--- config.mk ---
export PLATFORM = sky130hd
export DESIGN_NAME = bridge_command_status_regs
export DESIGN_NICKNAME = d
export VERILOG_FILES = /design/src/logic/bridge_regs_pkg.sv /design/src/logic/status_flag_if.sv /design/src/logic/sticky_flag_bank.sv /design/src/logic/bridge_command_status_regs.sv
export VERILOG_INCLUDE_DIRS = /design/src /design/src/logic
export SDC_FILE = /design/constraint.sdc
export NUM_CORES = 1
export LEC_CHECK = 0
export CAP_MARGIN = 20
export CORE_MARGIN = 2
export CORE_UTILIZATION = 24
export DETAILED_ROUTE_END_ITERATION = 16
export DONT_BUFFER_PORTS = 1
export MAX_ROUTING_LAYER = met4
export PLACE_DENSITY = 0.45
export SYNTH_ARGS = -nofsm -noshare
export SYNTH_HDL_FRONTEND = slang
export SYNTH_SLANG_ARGS = --single-unit
--- constraint.sdc ---
create_clock -name clk_in -period 1.36 [get_ports clk_in]
set_clock_uncertainty 0.1 [all_clocks]
set_input_delay 0.068 -clock clk_in [delete_from_list [all_inputs] [get_ports clk_in]]
set_output_delay 0.068 -clock clk_in [all_outputs]
set_load 0.05 [all_outputs]
--- src/logic/bridge_regs_params.svh ---
`ifndef BRIDGE_REGS_PARAMS_SVH
`define BRIDGE_REGS_PARAMS_SVH

// ----------------------------------------------------------------------------
// Configuration space placement
// ----------------------------------------------------------------------------
// Byte offsets of the two registers and the dword that holds both.
`define CMD_OFFSET 8'h04
`define STS_OFFSET 8'h06
`define CMD_DWORD_IDX 6'h01

// ----------------------------------------------------------------------------
// Command register fields
// ----------------------------------------------------------------------------
`define CMD_IO_SPACE_EN 0
`define CMD_MEMORY_SPACE_EN 1
`define CMD_BUS_MASTER_ACCEPT_EN 2
`define CMD_SPECIAL_CYCLE_EN 3
`define CMD_POSTABLE_WRITE_EN 4
`define CMD_PALETTE_SNOOP 5
`define CMD_PARITY_RESP_EN 6
`define CMD_SYSTEM_ERROR_REPORT_EN 8
`define CMD_RESET 16'h0000
`define CMD_WRITABLE_MASK 16'h0147

// ----------------------------------------------------------------------------
// Primary status register fields
// ----------------------------------------------------------------------------
`define STS_DETECTED_PARITY_ERR 15
`define STS_SYSTEM_ERROR_SEEN 14
`define STS_RESET 16'h0080
`define STS_FIXED_MASK 16'h3FFF

// ----------------------------------------------------------------------------
// Sticky flag slots inside the flag bank
// ----------------------------------------------------------------------------
`define FLAG_PARITY_ERR 0
`define FLAG_SYSTEM_ERR 1
`define FLAG_COUNT 2

`endif

--- src/logic/bridge_regs_pkg.sv ---
package bridge_regs_pkg;
  // A 16-bit configuration register image.
  typedef logic [15:0] reg16_t;
  // A configuration dword as carried on the access port.
  typedef logic [31:0] cfg_dword_t;
  // Byte enables of one configuration dword.
  typedef logic [3:0] cfg_be_t;
endpackage

--- src/logic/status_flag_if.sv ---
`timescale 1ns/1ns
// Carries set events and clear requests to the flag bank, and the stored flags back from it.
interface status_flag_if #(
  parameter int N = 2
);
  logic [N-1:0] set;
  logic [N-1:0] clr;
  logic [N-1:0] flag;
  modport owner (output set, output clr, input flag);
  modport bank (input set, input clr, output flag);
endinterface

--- src/logic/sticky_flag_bank.sv ---
`timescale 1ns/1ns
`include "bridge_regs_params.svh"

// ----------------------------------------------------------------------------
// Sticky write-one-to-clear flags
// ----------------------------------------------------------------------------
module sticky_flag_bank #(
  parameter int N = 2
) (
  input wire logic clk_in,
  input wire logic sys_rst_in,
  status_flag_if.bank flags
);
  import bridge_regs_pkg::*;

  logic [N-1:0] flag_r;

  // A set in the same cycle as a clear wins, so no event is lost.
  always_ff @(posedge clk_in) begin
    if (sys_rst_in) begin
      flag_r <= '0;
    end else begin
      flag_r <= (flag_r & ~flags.clr) | flags.set;
    end
  end

  assign flags.flag = flag_r;
endmodule // sticky_flag_bank

--- src/logic/bridge_command_status_regs.sv ---
`timescale 1ns/1ns
`include "bridge_regs_params.svh"

// Operation
// - Palette snoop command bit reads zero and cannot be written.
// - Postable memory write enable bit reads zero and cannot be written.
// - Special cycle enable bit reads zero; writes have no effect.
// - PCI-originated cycles are accepted only while bus master accept is one.
// - Configuration address and data port accesses pass regardless of bus master accept.
// - Memory space enable is stored only; hub memory cycles always go to PCI.
// - I/O space enable stored only; hub I/O goes to PCI except USB/IDE.
// - Status resets to 0080h; writing one clears a writable bit, zero keeps it.
// - Detected parity error sets on hub parity error regardless of parity response.
// - External PCI parity error also sets primary and secondary detected parity bits.
// - System error seen sets on PCI address/command/special-cycle parity error with response on.
// - System error seen with report enable raises NMI, or SMI when routed there.
// - Parity response bit one reports hub parity errors; zero ignores them.
module bridge_command_status_regs #(
  parameter bit EXT_PERR_SETS_PARITY = 1'b1
) (
  input wire logic clk_in,
  input wire logic sys_rst_in,
  input wire logic cfg_wr_in,
  input wire logic cfg_rd_in,
  input wire logic [5:0] cfg_dword_in,
  input wire bridge_regs_pkg::cfg_be_t cfg_be_in,
  input wire bridge_regs_pkg::cfg_dword_t cfg_wdata_in,
  output bridge_regs_pkg::cfg_dword_t cfg_rdata_out,
  output logic cfg_rvalid_out,
  input wire logic pci_cycle_req_in,
  input wire logic pci_cycle_cfg_port_in,
  output logic pci_cycle_accept_out,
  input wire logic hub_mem_cycle_in,
  output logic hub_mem_fwd_out,
  input wire logic hub_io_cycle_in,
  input wire logic hub_io_usb_ide_in,
  output logic hub_io_fwd_out,
  input wire logic hub_parity_err_in,
  output logic hub_parity_report_out,
  input wire logic pci_ext_perr_in,
  output logic secondary_parity_set_out,
  input wire logic pci_addr_parity_err_in,
  input wire logic pci_cmd_parity_err_in,
  input wire logic pci_sc_data_parity_err_in,
  input wire logic nmi_route_smi_in,
  output logic nmi_out,
  output logic system_mgmt_irq_n_out,
  output bridge_regs_pkg::reg16_t bridge_command_out,
  output bridge_regs_pkg::reg16_t primary_device_status_out
);
  import bridge_regs_pkg::*;

  // --------------------------------------------------------------------------
  // Helpers
  // --------------------------------------------------------------------------
  // Expands two byte enables into a 16-bit lane mask.
  function automatic reg16_t lane_mask(input logic [1:0] be);
    lane_mask = {{8{be[1]}}, {8{be[0]}}};
  endfunction

  // --------------------------------------------------------------------------
  // Declarations
  // --------------------------------------------------------------------------
  reg16_t cmd_r;
  reg16_t cmd_nxt;
  reg16_t sts_view;
  reg16_t sts_clr_mask;
  logic hit;
  logic cmd_wr;
  logic sts_wr;
  logic bus_master_accept_en;
  logic parity_resp_en;
  logic system_error_report_en;
  logic detected_parity_err;
  logic system_error_seen;
  logic pci_parity_event;
  logic parity_flag_set;
  logic syserr_flag_set;

  status_flag_if #(.N(`FLAG_COUNT)) flag_bus ();

  sticky_flag_bank #(.N(`FLAG_COUNT)) u_flags (
    .clk_in(clk_in),
    .sys_rst_in(sys_rst_in),
    .flags(flag_bus.bank)
  );

  // --------------------------------------------------------------------------
  // Configuration access decode
  // --------------------------------------------------------------------------
  // Command and status share the dword at byte offset 04h.
  assign hit = cfg_dword_in == `CMD_DWORD_IDX;
  assign cmd_wr = cfg_wr_in && hit && (cfg_be_in[1:0] != 2'h0);
  assign sts_wr = cfg_wr_in && hit && (cfg_be_in[3:2] != 2'h0);

  // --------------------------------------------------------------------------
  // Command register
  // --------------------------------------------------------------------------
  // Only the stored bits take write data; hardwired bits stay zero.
  always_comb begin
    cmd_nxt = cmd_r;
    if (cmd_wr) begin
      cmd_nxt = (cmd_r & ~lane_mask(cfg_be_in[1:0]))
              | (cfg_wdata_in[15:0] & lane_mask(cfg_be_in[1:0])); 
      cmd_nxt = cmd_nxt & `CMD_WRITABLE_MASK;
    end
  end

  always_ff @(posedge clk_in) begin
    if (sys_rst_in) begin
      cmd_r <= `CMD_RESET;
    end else begin
      cmd_r <= cmd_nxt;
    end
  end

  assign bus_master_accept_en = cmd_r[`CMD_BUS_MASTER_ACCEPT_EN];
  assign parity_resp_en = cmd_r[`CMD_PARITY_RESP_EN];
  assign system_error_report_en = cmd_r[`CMD_SYSTEM_ERROR_REPORT_EN];

  // --------------------------------------------------------------------------
  // Cycle steering
  // --------------------------------------------------------------------------
  // Configuration port cycles bypass the bus master gate.
  assign pci_cycle_accept_out = pci_cycle_req_in && (bus_master_accept_en || pci_cycle_cfg_port_in);
  // Memory and I/O space enables are readback only.
  assign hub_mem_fwd_out = hub_mem_cycle_in;
  assign hub_io_fwd_out = hub_io_cycle_in && !hub_io_usb_ide_in;

  // --------------------------------------------------------------------------
  // Status flag events
  // --------------------------------------------------------------------------
  // External parity errors may set the flags spuriously; firmware clears them.
  assign parity_flag_set = hub_parity_err_in || (EXT_PERR_SETS_PARITY && pci_ext_perr_in);
  assign pci_parity_event = pci_addr_parity_err_in || pci_cmd_parity_err_in || pci_sc_data_parity_err_in;
  assign syserr_flag_set = pci_parity_event && parity_resp_en;
  // Only the two sticky bits take write-one-to-clear data.
  assign sts_clr_mask = sts_wr ? (cfg_wdata_in[31:16] & lane_mask(cfg_be_in[3:2]) & ~`STS_FIXED_MASK) : 16'h0000;
  assign flag_bus.set[`FLAG_PARITY_ERR] = parity_flag_set;
  assign flag_bus.set[`FLAG_SYSTEM_ERR] = syserr_flag_set;
  assign flag_bus.clr[`FLAG_PARITY_ERR] = sts_clr_mask[`STS_DETECTED_PARITY_ERR];
  assign flag_bus.clr[`FLAG_SYSTEM_ERR] = sts_clr_mask[`STS_SYSTEM_ERROR_SEEN];
  assign detected_parity_err = flag_bus.flag[`FLAG_PARITY_ERR];
  assign system_error_seen = flag_bus.flag[`FLAG_SYSTEM_ERR];

  // Fixed status bits always show their reset value.
  always_comb begin
    sts_view = `STS_RESET & `STS_FIXED_MASK;
    sts_view[`STS_DETECTED_PARITY_ERR] = detected_parity_err;
    sts_view[`STS_SYSTEM_ERROR_SEEN] = system_error_seen;
  end

  // --------------------------------------------------------------------------
  // Error signalling
  // --------------------------------------------------------------------------
  // Hub parity errors are reported onward only while parity response is on.
  always_ff @(posedge clk_in) begin
    if (sys_rst_in) begin
      hub_parity_report_out <= 1'b0;
    end else begin
      hub_parity_report_out <= hub_parity_err_in && parity_resp_en;
    end
  end

  // External parity errors also mark the secondary status register.
  always_ff @(posedge clk_in) begin
    if (sys_rst_in) begin
      secondary_parity_set_out <= 1'b0;
    end else begin
      secondary_parity_set_out <= EXT_PERR_SETS_PARITY && pci_ext_perr_in;
    end
  end

  // The system error level drives NMI, or the low-active SMI when routed there.
  always_ff @(posedge clk_in) begin
    if (sys_rst_in) begin
      nmi_out <= 1'b0;
      system_mgmt_irq_n_out <= 1'b1;
    end else begin
      nmi_out <= system_error_seen && system_error_report_en && !nmi_route_smi_in;
      system_mgmt_irq_n_out <= !(system_error_seen && system_error_report_en && nmi_route_smi_in);
    end
  end

  // --------------------------------------------------------------------------
  // Read data
  // --------------------------------------------------------------------------
  // Reads answer one cycle later; other dwords read as zero.
  always_ff @(posedge clk_in) begin
    if (sys_rst_in) begin
      cfg_rdata_out <= 32'h0000_0000;
      cfg_rvalid_out <= 1'b0;
    end else begin
      cfg_rvalid_out <= cfg_rd_in;
      if (cfg_rd_in) begin
        cfg_rdata_out <= hit ? {sts_view, cmd_r} : 32'h0000_0000;
      end
    end
  end

  assign bridge_command_out = cmd_r;
  assign primary_device_status_out = sts_view;
endmodule // bridge_command_status_regs

-- Yosys cells after proc, flatten, opt, wreduce, memory -nomap -nowiden
Cells that the tools add are included.
- bits of input ports: 57
- output and inout bits: 72
- logic and storage cells: 38
- bits in registers: 44
- equal/unequal tests: 1
- muxes and demuxes: 2
- reduce and logical (&&, ||, !) cells: 19
- bitwise gates (word level): 8
- operator list (kind ; number):
    $mux W32 ; 1
    $and A9 B9 Y9 ; 2
    $and A16 B16 Y16 ; 1
    $mux W16 ; 1
    $logic_and A1 B1 Y1 ; 10
    $not A9 Y9 ; 1
    $or A9 B9 Y9 ; 1
    $eq A6 B1 Y1 const B ; 1
    $logic_or A1 B1 Y1 ; 4
    $reduce_bool A2 Y1 ; 2
    $logic_not A1 Y1 ; 3
    $and A2 B2 Y2 ; 1
    $not A2 Y2 ; 1
    $or A2 B2 Y2 ; 1

-- Logic depth before layout (Yosys ltp)
Gate-level depths: netlist of run 1.
- depth after elaboration: 7
- depth in mapped cells: 4
- mapped depth without buffers: 3

-- Cells and area by module
From an unflattened synthesis of run 1, not the netlist that was laid out.
- cells, all modules: 145
- area, all modules: 1293.7 sq um
- by module, submodules not included (module ; cells each ; area an instance (sq um) ; instances):
    bridge_command_status_regs ; 137 ; 1223.7 ; 1
    sticky_flag_bank ; 8 ; 70.1 ; 1

-- Least setup slack after synthesis of run 1
No wires, ideal clock.
- path kind: in2reg
- start: in cfg_dword_in[5]
- end: reg u_flags.flag_r[0] (netlist: u_flags.flags.flag[0])
- setup time: 0.115 ns
- data required time: 1.145 ns
- stages: 4
- data arrival time: 1.193 ns
- slack: -0.047 ns
- path through: or4b_4 or2_1 buf_6 o21a_1
- word-level cells in the longest chain between the ends: 7
- RTL lines (item ; RTL line ; RTL):
    start: declaration ; bridge_command_status_regs.sv:25 ; input wire logic [5:0] cfg_dword_in,
    $eq A6 B1 Y1 (no line) ; - ;
    $logic_and A1 B1 Y1 (2 in a row) ; bridge_command_status_regs.sv:94 ; assign sts_wr = cfg_wr_in && hit && (cfg_be_in[3:2] != 2'h0);
    $mux W16 ; bridge_command_status_regs.sv:138 ; assign sts_clr_mask = sts_wr ? (cfg_wdata_in[31:16] & lane_mask(cfg_be_in[3:2]) & ~`STS_FIXED_MASK) : 16'h0000 ...
    $not A2 Y2 ; sticky_flag_bank.sv:23 ; flag_r <= (flag_r & ~flags.clr) | flags.set;
    $and A2 B2 Y2 ; sticky_flag_bank.sv:23 ;
    $or A2 B2 Y2 ; sticky_flag_bank.sv:23 ;
    end signal: assignment ; sticky_flag_bank.sv:23 ;
    end: declaration ; sticky_flag_bank.sv:16 ; logic [N-1:0] flag_r;
No other way between the ends.
A chain may end at the register's enable or synchronous reset.

==> results of run 1 <==
==> cell type report <==
| cell class | count | share of cell area |
|---|---|---|
| Clock buffer | 3 | 0.0251 |
| Clock inverter | 1 | 0.0182 |
| Inverter | 1 | 0.00228 |
| Multi-Input combinational cell | 113 | 0.396 |
| Sequential cell | 20 | 0.247 |
| Tap cell | 70 | 0.0532 |
| Timing Repair Buffer | 43 | 0.258 |
==> path summary, 6_finish.rpt <==
path / startpoint / slack [ns] / cells past startpoint / to
max: flop / 0.08 / 3 / hub_parity_report_out$_SDFF_PP0_
min: sys_rst_in / -0.20 / 1 / cfg_rdata_out[31]$_SDFFE_PP0P_
max reg2reg: flop / 0.08 / 3 / hub_parity_report_out$_SDFF_PP0_
min reg2reg: flop / 0.38 / 2 / cfg_rdata_out[0]$_SDFFE_PP0P_
==> power breakdown <==
| group | internal, W | switching [W] |
|---|---|---|
| logic | 0.0000735 | 0.000352 |
| registers | 0.000589 | 0.0000146 |
| clock network | 0.000393 | 0.000207 |
| total | 0.00106 | 0.000574 |
==> through the flow <==
step	total power, W	TNS [ns]	instances	util
after floorplan	0.00110	-0.0128	189	-
after global placement	0.000985	-0.678	223	0.258
after detailed placement	0.000986	-0.769	223	0.258
after CTS	0.00164	0	251	0.318
after global routing	0.00169	0	251	0.320
final	0.00163	0	251	0.320
==> critical path: cells and delay by family (launching register included) <==
| kind | cells | cell delay [ns] |
|---|---|---|
| and+or+nand+nor | 2 | 0.19 |
| buffers and inverters | 1 | 0.54 |
| DFF | 1 | 0.34 |
==> cells by family after synthesis <==
kind of cell | after synthesis
compound gates | 12
other cells | 2
mux | 5
buf+inv | 56
simple gates | 47
flops | 20
==> layout by cell type, fill, tap and decap left out <==
master	instances
a21o_1	1
buf_12	3
buf_4	16
bufinv_16	1
clkbuf_8	3
conb_1	49
dfxtp_1	17
dfxtp_2	2
dfxtp_4	1
dlygate4sd3_1	22
dlymetal6s4s_1	2
inv_1	1
mux2i_1	5
nand2_1	10
nand2b_1	10
nand3_1	2
nand4_1	1
nor2_1	5
nor2b_1	4
nor3_1	3
nor3_4	1
nor3b_1	1
o21a_1	2
o21ai_0	1
o31ai_1	1
o31ai_2	6
o31ai_4	1
or2_1	1
or2_2	1
or3b_2	7
or4b_4	1
==> layer usage <==
layer | up-vias | GRT usage | wire length (um)
met5 | - | - | 0
met4 | 0 | 0.0339 | 35
met3 | 5 | 0.0224 | 216
met2 | 48 | 0.143 | 1260
met1 | 393 | 0.107 | 1090
li1 | 442 | - | -
==> what timing repair did <==
action | CTS | global route
setup endpoints to repair | 0 | 5
hold endpoints to repair | 20 | 14
gates resized for setup | 0 | 5
==> flow_summary.toml, run 1 <==
[outcome]
status = "finished, violations left"
violations = "hold timing"

[final_layout]
stdcell_area_sq_um = 1650
regArea_sq_um = 407
syn_to_final_growth_pct = 28.5
fin_nets = 239
num-fill-cells = 570
drive_gt1_frac = 0.238
multiInputGateArea_sq_um = 652
diodes = 0

[clock_network]
htree_num_levels = 1
cts_buffers = 3
clockRootBuffer = "clkbuf_8"
tritoncts = "yes"
cts_buffer_depth = 2
postCtsHoldBufs = 24
post_cts_buffers = 0
cts_sinks = 20
path_clk_slew_ns = 0.08
clock_latency_ns = 0.26

[yosys]
synth_area_sq_um = 1280
netlist_instances = 142
synth.most_common_cell = "buf_4"
ys.flop_type = "dfxtp_1"
ys_types = 26
synth_top_family_by_area = "buffers and inverters"
synth_edf_count = 0
synth-xor-area-share = 0
ys_ff_latch = 20
synth-simple-area-share = 0.224
synth_area_leaders = "dfxtp_1 31%, buf_4 29%, o31ai_2 5.9%"
yosys-top-cells-count = "50 x buf_4, 20 x dfxtp_1, 10 x nand2_1, 10 x nand2b_1, 7 x or3b_2"
synthAdderAreaFrac = 0
avgSynthCellArea_sq_um = 9.02
yosysTopAreaCellShare = 0.313
ys_seq_area_frac = 0.313
yosysWarnings = 0
synth.largest_area_cell = "dfxtp_1"
synthArstFlopShare = 0
synth_compound_area_frac = 0.103
yosys-mux-area-fraction = 0.0391

[sta]
drv_slew = 0
finalHoldViolCount = 15
whs_ns = -0.204
rsz0062_at_grt = "false"
fmax_mhz = 779
period_share = 0.944
fin_ws_ns = 0.0767
final-setup-viol-count = 0
period_minus_slack_ns = 1.28

[route]
dr.pass1.iters = 3
num_vias = 888
wl_um = 2600
drc_errors = 0
drt_iter0_drc = 31
ant_nets = 0
viasPerCell = 3.54
wl_per_cell_um = 10.4

[global_route]
antenna_found_initial = 0
grt_use_total = 0.0887
grt_max_degree = 30
grt_pass1_vias = 791
overflow = 0
grt_pass1_wl_um = 4060

[worst_setup_path]
arrival_ns = 1.33
cp-end-kind = "flop"
critPathLaunchType = "flop"
path_cells = "nand2b_1, nor2_1, dlygate4sd3_1"
worstPathRequired_ns = 1.41
critical_path_peak_fanout = 3
cp_slowest_stage_delay_ns = 0.54
slowest_stage = "dlygate4sd3_1"
critPathKind = "reg -> reg"

[floorplan]
start_util = 0.249
die_w_um = 77.1
fp.dieArea_sq_um = 5940
io_pins = 129
dieHeight_um = 77.1
core_sq_um = 5140
rows = 26

[placement]
io_buffer_count = 0
hpwl_um = 1900
dpl_worst_slack_ns = -0.113
place_congestion = 0.647
place_area_sq_um = 1330

[power_and_ir_drop]
cellLeakagePower_nw = 0.714
p_per_area_nw_per_um2 = 990
peakVddDrop_mv = 0.294

[min_path]
min_path_type = "in -> reg"

[flow_run]
drv_cap = 0
Note: power is estimated with default switching activity, not from simulation.
==> inputs of run 2 (changes only) <==
--- a/config.mk
+++ b/config.mk
@@ -15,4 +15,5 @@
 export PLACE_DENSITY = 0.45
 export SYNTH_ARGS = -nofsm -noshare
 export SYNTH_HDL_FRONTEND = slang
+export SYNTH_HIERARCHICAL = 1
 export SYNTH_SLANG_ARGS = --single-unit
==> flow_summary.toml, run 2 <==
[global_route]
grt_use_total = 0.0860
overflow = 0
grt_pass1_wl_um = 3950
antenna_found_initial = 0
grt_max_degree = 22
grt_pass1_vias = 787

[route]
num_vias = 879
wl_um = 2610
drc_errors = 0
ant_nets = 0
wl_per_cell_um = 10.6
drt_iter0_drc = 43
dr.pass1.iters = 4
viasPerCell = 3.56

[min_path]
hold_end = "u_flags/flags.flag[1]$_SDFF_PP0_"
hold_depth = 3
hold_start = "pci_addr_parity_err_in"
min_path_type = "in -> reg"

[worst_setup_path]
startpoint = "cfg_dword_in[1]"
rr_startpoint = "cfg_rdata_out[0]$_SDFFE_PP0P_"
critPathKind = "in -> reg"
cp-end-kind = "flop"
critical_path_peak_fanout = 4
reg2reg_slack_ns = 0.32
worstPathRequired_ns = 1.40
arrival_ns = 1.35
r2r-end = "cfg_rdata_out[0]$_SDFFE_PP0P_"
critPathLaunchType = "input port"
worstRegToRegCells = 2

[sta]
final-setup-viol-count = 0
fin_ws_ns = 0.0455
finalHoldViolCount = 0
period_minus_slack_ns = 1.31
drv_slew = 0
period_share = 0.967
fmax_mhz = 761
rsz0062_at_grt = "false"

[yosys]
avgSynthCellArea_sq_um = 8.92
ys_types = 26
yosysWarnings = 6
synth_area_sq_um = 1290
ys.flop_type = "dfxtp_1"
yosysTopAreaCellShare = 0.309
yosys-top-cells-count = "50 x buf_4, 20 x dfxtp_1, 14 x nand2b_1"
synth_area_leaders = "dfxtp_1 31%, buf_4 29%, nand2b_1 6.8%"
ys_ff_latch = 20
synth.largest_area_cell = "dfxtp_1"
netlist_instances = 145
ys_seq_area_frac = 0.309
synth.most_common_cell = "buf_4"
synth_edf_count = 0
synthArstFlopShare = 0

[floorplan]
rows = 26
start_util = 0.252
die_w_um = 77.4
io_pins = 129
dieHeight_um = 77.4
fp.dieArea_sq_um = 5990
core_sq_um = 5140

[placement]
io_buffer_count = 0
place_congestion = 0.596
dpl_worst_slack_ns = -0.245
hpwl_um = 1910

[power_and_ir_drop]
peakVddDrop_mv = 0.282
total_power_w = 0.00148
cellLeakagePower_nw = 0.677
p_per_area_nw_per_um2 = 954

[clock_network]
clockRootBuffer = "clkbuf_8"
tritoncts = "yes"
clock_latency_ns = 0.25
htree_num_levels = 1
path_clk_slew_ns = 0.08
cts_sinks = 20
cts_buffers = 3
cts_buffer_depth = 2

[flow_run]
drv_cap = 0

[final_layout]
fin_nets = 235
final_cell_mix = "49 x conb_1, 20 x dfxtp_1, 20 x buf_4, 14 x nand2b_1, 13 x nand2_1"
drive_gt1_frac = 0.254
syn_to_final_growth_pct = 19.9
final_common_cell = "conb_1"
diodes = 0

[outcome]
status = "complete, no violations"
-- run 2: worst max-delay path by stage --
stage / depth (start not counted) / to / slack, ns
after floorplan: 6 / u_flags/flags.flag[0]$_SDFF_PP0_ / -0.26
after global placement: 5 / flop / -0.23
after detailed placement: 5 / flop / -0.25
after CTS: 5 / flop / 0.01
after global routing: 5 / u_flags/flags.flag[0]$_SDFF_PP0_ / 0.003
final: 5 / u_flags/flags.flag[0]$_SDFF_PP0_ / 0.05
-- run 2: what timing repair did --
action,4_1_cts,5_1_grt
hold endpoints to repair,20,0
setup buffers,0,0
setup endpoints to repair,0,9
resized for setup,0,3
hold buffers,14,0
-- run 2: logic make-up after synthesis --
kind of cell / count (synthesis) / synth area share
AOI/OAI and AO/OA: 12 / 0.0996
buffers and inverters: 59 / 0.322
DFF: 20 / 0.309
muxes: 5 / 0.0387
other: 2 / 0.00580
and+or+nand+nor: 47 / 0.224
-- run 2: area by class of cell --
cell class / count / area, sq um
sequential: 20 / 400
inverter: 4 / 15.0
fill: 579 / 3590
multi-input combinational: 113 / 659
timing repair buffer: 36 / 334
tap: 70 / 87.6
clock buffer: 4 / 55.1
-- run 2: per-stage QoR --
step,std cells,hold slack (ns),utilization,TNS [ns],area [sq um]
2_1_floorplan,192,0.0299,-,-0.933,1470
3_3_place_gp,229,0.0336,0.259,-2.27,1330
3_5_place_dp,229,0.0339,0.259,-2.47,1330
4_1_cts,247,0.0145,0.299,0,1540
5_1_grt,247,0.0306,0.302,0,1550
6_report,247,0.0150,0.302,0,1550
-- run 2: metal layers --
layer	GRT usage	vias to the layer above	share of wire
li1	-	434	-
met1	0.111	390	0.43
met2	0.131	53	0.47
met3	0.0198	2	0.089
met4	0.0321	0	0.0092
met5	-	-	0
-- run 2: critical path, stage by stage --
cell      delay [ns]
or4b_4          0.52
or3_1           0.40
nor3_1          0.18
nand2b_1        0.12
a21oi_1         0.06
-- run 2: report_power, final --
group          total (W)  internal (W)  switching, W
clock           0.000453      0.000257      0.000195
sequential      0.000605      0.000591     0.0000145
combinational   0.000422     0.0000620      0.000360
==> inputs of run 3 (changes only) <==
--- a/config.mk
+++ b/config.mk
@@ -6,7 +6,8 @@
 export SDC_FILE = /design/constraint.sdc
 export NUM_CORES = 1
 export LEC_CHECK = 0
-export CAP_MARGIN = 20
+export ABC_AREA = 1
+export CAP_MARGIN = 10
 export CORE_MARGIN = 2
 export CORE_UTILIZATION = 24
 export DETAILED_ROUTE_END_ITERATION = 16
==> flow_summary.toml, run 3 <==
[outcome]
status = "complete, no violations"

[route]
wl_um = 2510
drc_errors = 0
viasPerCell = 3.62
wl_per_cell_um = 9.60
ant_nets = 0
drt_iter0_drc = 27
dr.pass1.iters = 4
num_vias = 944

[power_and_ir_drop]
total_power_w = 0.00147
peakVddDrop_mv = 0.477
cellLeakagePower_nw = 0.682
p_per_area_nw_per_um2 = 1030

[global_route]
overflow = 0
grt_max_degree = 12
grt_use_total = 0.0861
antenna_found_initial = 0
grt_pass1_wl_um = 3350
grt_pass1_vias = 717

[floorplan]
core_sq_um = 4790
rows = 25
io_pins = 129
dieHeight_um = 74.7
start_util = 0.251
die_w_um = 74.7
fp.dieArea_sq_um = 5590

[yosys]
yosys-mux-area-fraction = 0
synth_top_family_by_area = "buffers and inverters"
ys.flop_type = "dfxtp_1"
yosys-top-cells-count = "50 x buf_4, 20 x dfxtp_1, 20 x nand2_1"
synth_compound_area_frac = 0.0552
synth.most_common_cell = "buf_4"
synth_area_sq_um = 1200
ys_types = 18
ys_ff_latch = 20
ys_seq_area_frac = 0.333
synth_area_leaders = "dfxtp_1 33%, buf_4 31%, nand2_1 6.3%"
synth.largest_area_cell = "dfxtp_1"
yosysWarnings = 6
avgSynthCellArea_sq_um = 7.41
synth-xor-area-share = 0
yosysTopAreaCellShare = 0.333
synthArstFlopShare = 0
synth-simple-area-share = 0.220
synth_edf_count = 0
netlist_instances = 162
synthAdderAreaFrac = 0

[clock_network]
cts_sinks = 20
clockRootBuffer = "clkbuf_8"
cts_buffers = 3
path_clk_slew_ns = 0.07
cts_buffer_depth = 2
tritoncts = "yes"
post_cts_buffers = 0
htree_num_levels = 1
clock_latency_ns = 0.26

[worst_setup_path]
crit_top_cell = "dlygate4sd3_1"
arrival_ns = 1.36
critical_path_peak_fanout = 2
cp-end-kind = "flop"
worstPathRequired_ns = 1.39
critPathKind = "in -> reg"
critPathLaunchType = "input port"
path_cells = "dlygate4sd3_1, inv_2, nand2_1, dlygate4sd3_1, inv_1, a21oi_1"
slowest_stage = "dlygate4sd3_1"
cp_slowest_stage_delay_ns = 0.54

[sta]
setup_tns_ns = 0
worst_pin_slew_ns = 0.502
drv_slew = 0
whs_ns = 0.0154
final-setup-viol-count = 0
fmax_mhz = 753
relSlewSlack = 0.665
finalHoldViolCount = 0
period_minus_slack_ns = 1.33
rsz0062_at_grt = "false"
period_share = 0.977

[final_layout]
final_common_cell = "conb_1"
syn_to_final_growth_pct = 18.4
final_core_util = 0.297
final_cell_mix = "49 x conb_1, 20 x nand2_1, 20 x dfxtp_1, 17 x nor2_1, 17 x buf_4"
drive_gt1_frac = 0.144
fin_nets = 252
stdcell_area_sq_um = 1420
diodes = 0

[flow_run]
drv_cap = 0

[min_path]
min_path_type = "in -> reg"

[placement]
hpwl_um = 1960
place_area_sq_um = 1220
place_congestion = 0.683
io_buffer_count = 0
-- run 3: path summary, 6_finish.rpt --
check	startpoint	end	slack [ns]	cells after the start
worst max-delay path	hub_parity_err_in	u_flags/flags.flag[0]$_SDFF_PP0_	0.03	6
worst min-delay path	cfg_be_in[3]	u_flags/flags.flag[1]$_SDFF_PP0_	0.02	5
worst max register to register	flop	u_flags/flags.flag[1]$_SDFF_PP0_	0.45	3
worst min register to register	flop	system_mgmt_irq_n_out$_SDFF_PP1_	0.33	1
-- run 3: layer usage --
layer	track usage	share of wire
met1	0.107	0.42
met2	0.129	0.46
met3	0.0388	0.12
met4	0.0198	0.0044
met5	-	0
-- run 3: cells by family after synthesis --
logic type,Yosys count
other,2
buffers and inverters,71
AO/OA/AOI/OAI,12
AND/OR/NAND/NOR,57
flip-flops,20
-- run 3: power breakdown --
| group | switching (W) | leakage, nW | internal [W] |
|---|---|---|---|
| Combinational | 0.000362 | 0.491 | 0.0000543 |
| Clock | 0.000191 | 0.0288 | 0.000258 |
| Sequential | 0.0000159 | 0.162 | 0.000592 |
| Total | 0.000569 | 0.682 | 0.000903 |
-- run 3: stage by stage --
step           worst slack, ns  cells
2_1_floorplan           0.0459    209
5_1_grt                0.00312    261
6_report                0.0318    261
3_3_place_gp             0.355    242
3_5_place_dp             0.356    242
4_1_cts                 0.0301    261
-- run 3: worst max-delay path, delay by kind of cell --
kind,cells,cell delay (ns)
compound gates,1,0.05
buf+inv,4,1.19
simple gates,1,0.04
-- run 3: what timing repair did --
action                                 4_1_cts  5_1_grt
gates resized for setup                      0        1
setup endpoints to repair                    0        1
hold buffers                                15        0
endpoints found under the hold margin       20        0
-- run 3: cell type report --
class                           count  area, sq um
Sequential cell                    20          400
Clock buffer                        4         55.1
Multi-Input combinational cell    118          514
Fill cell                         544         3360
Tap cell                           67         83.8
Inverter                           19         71.3
Timing Repair Buffer               33          298
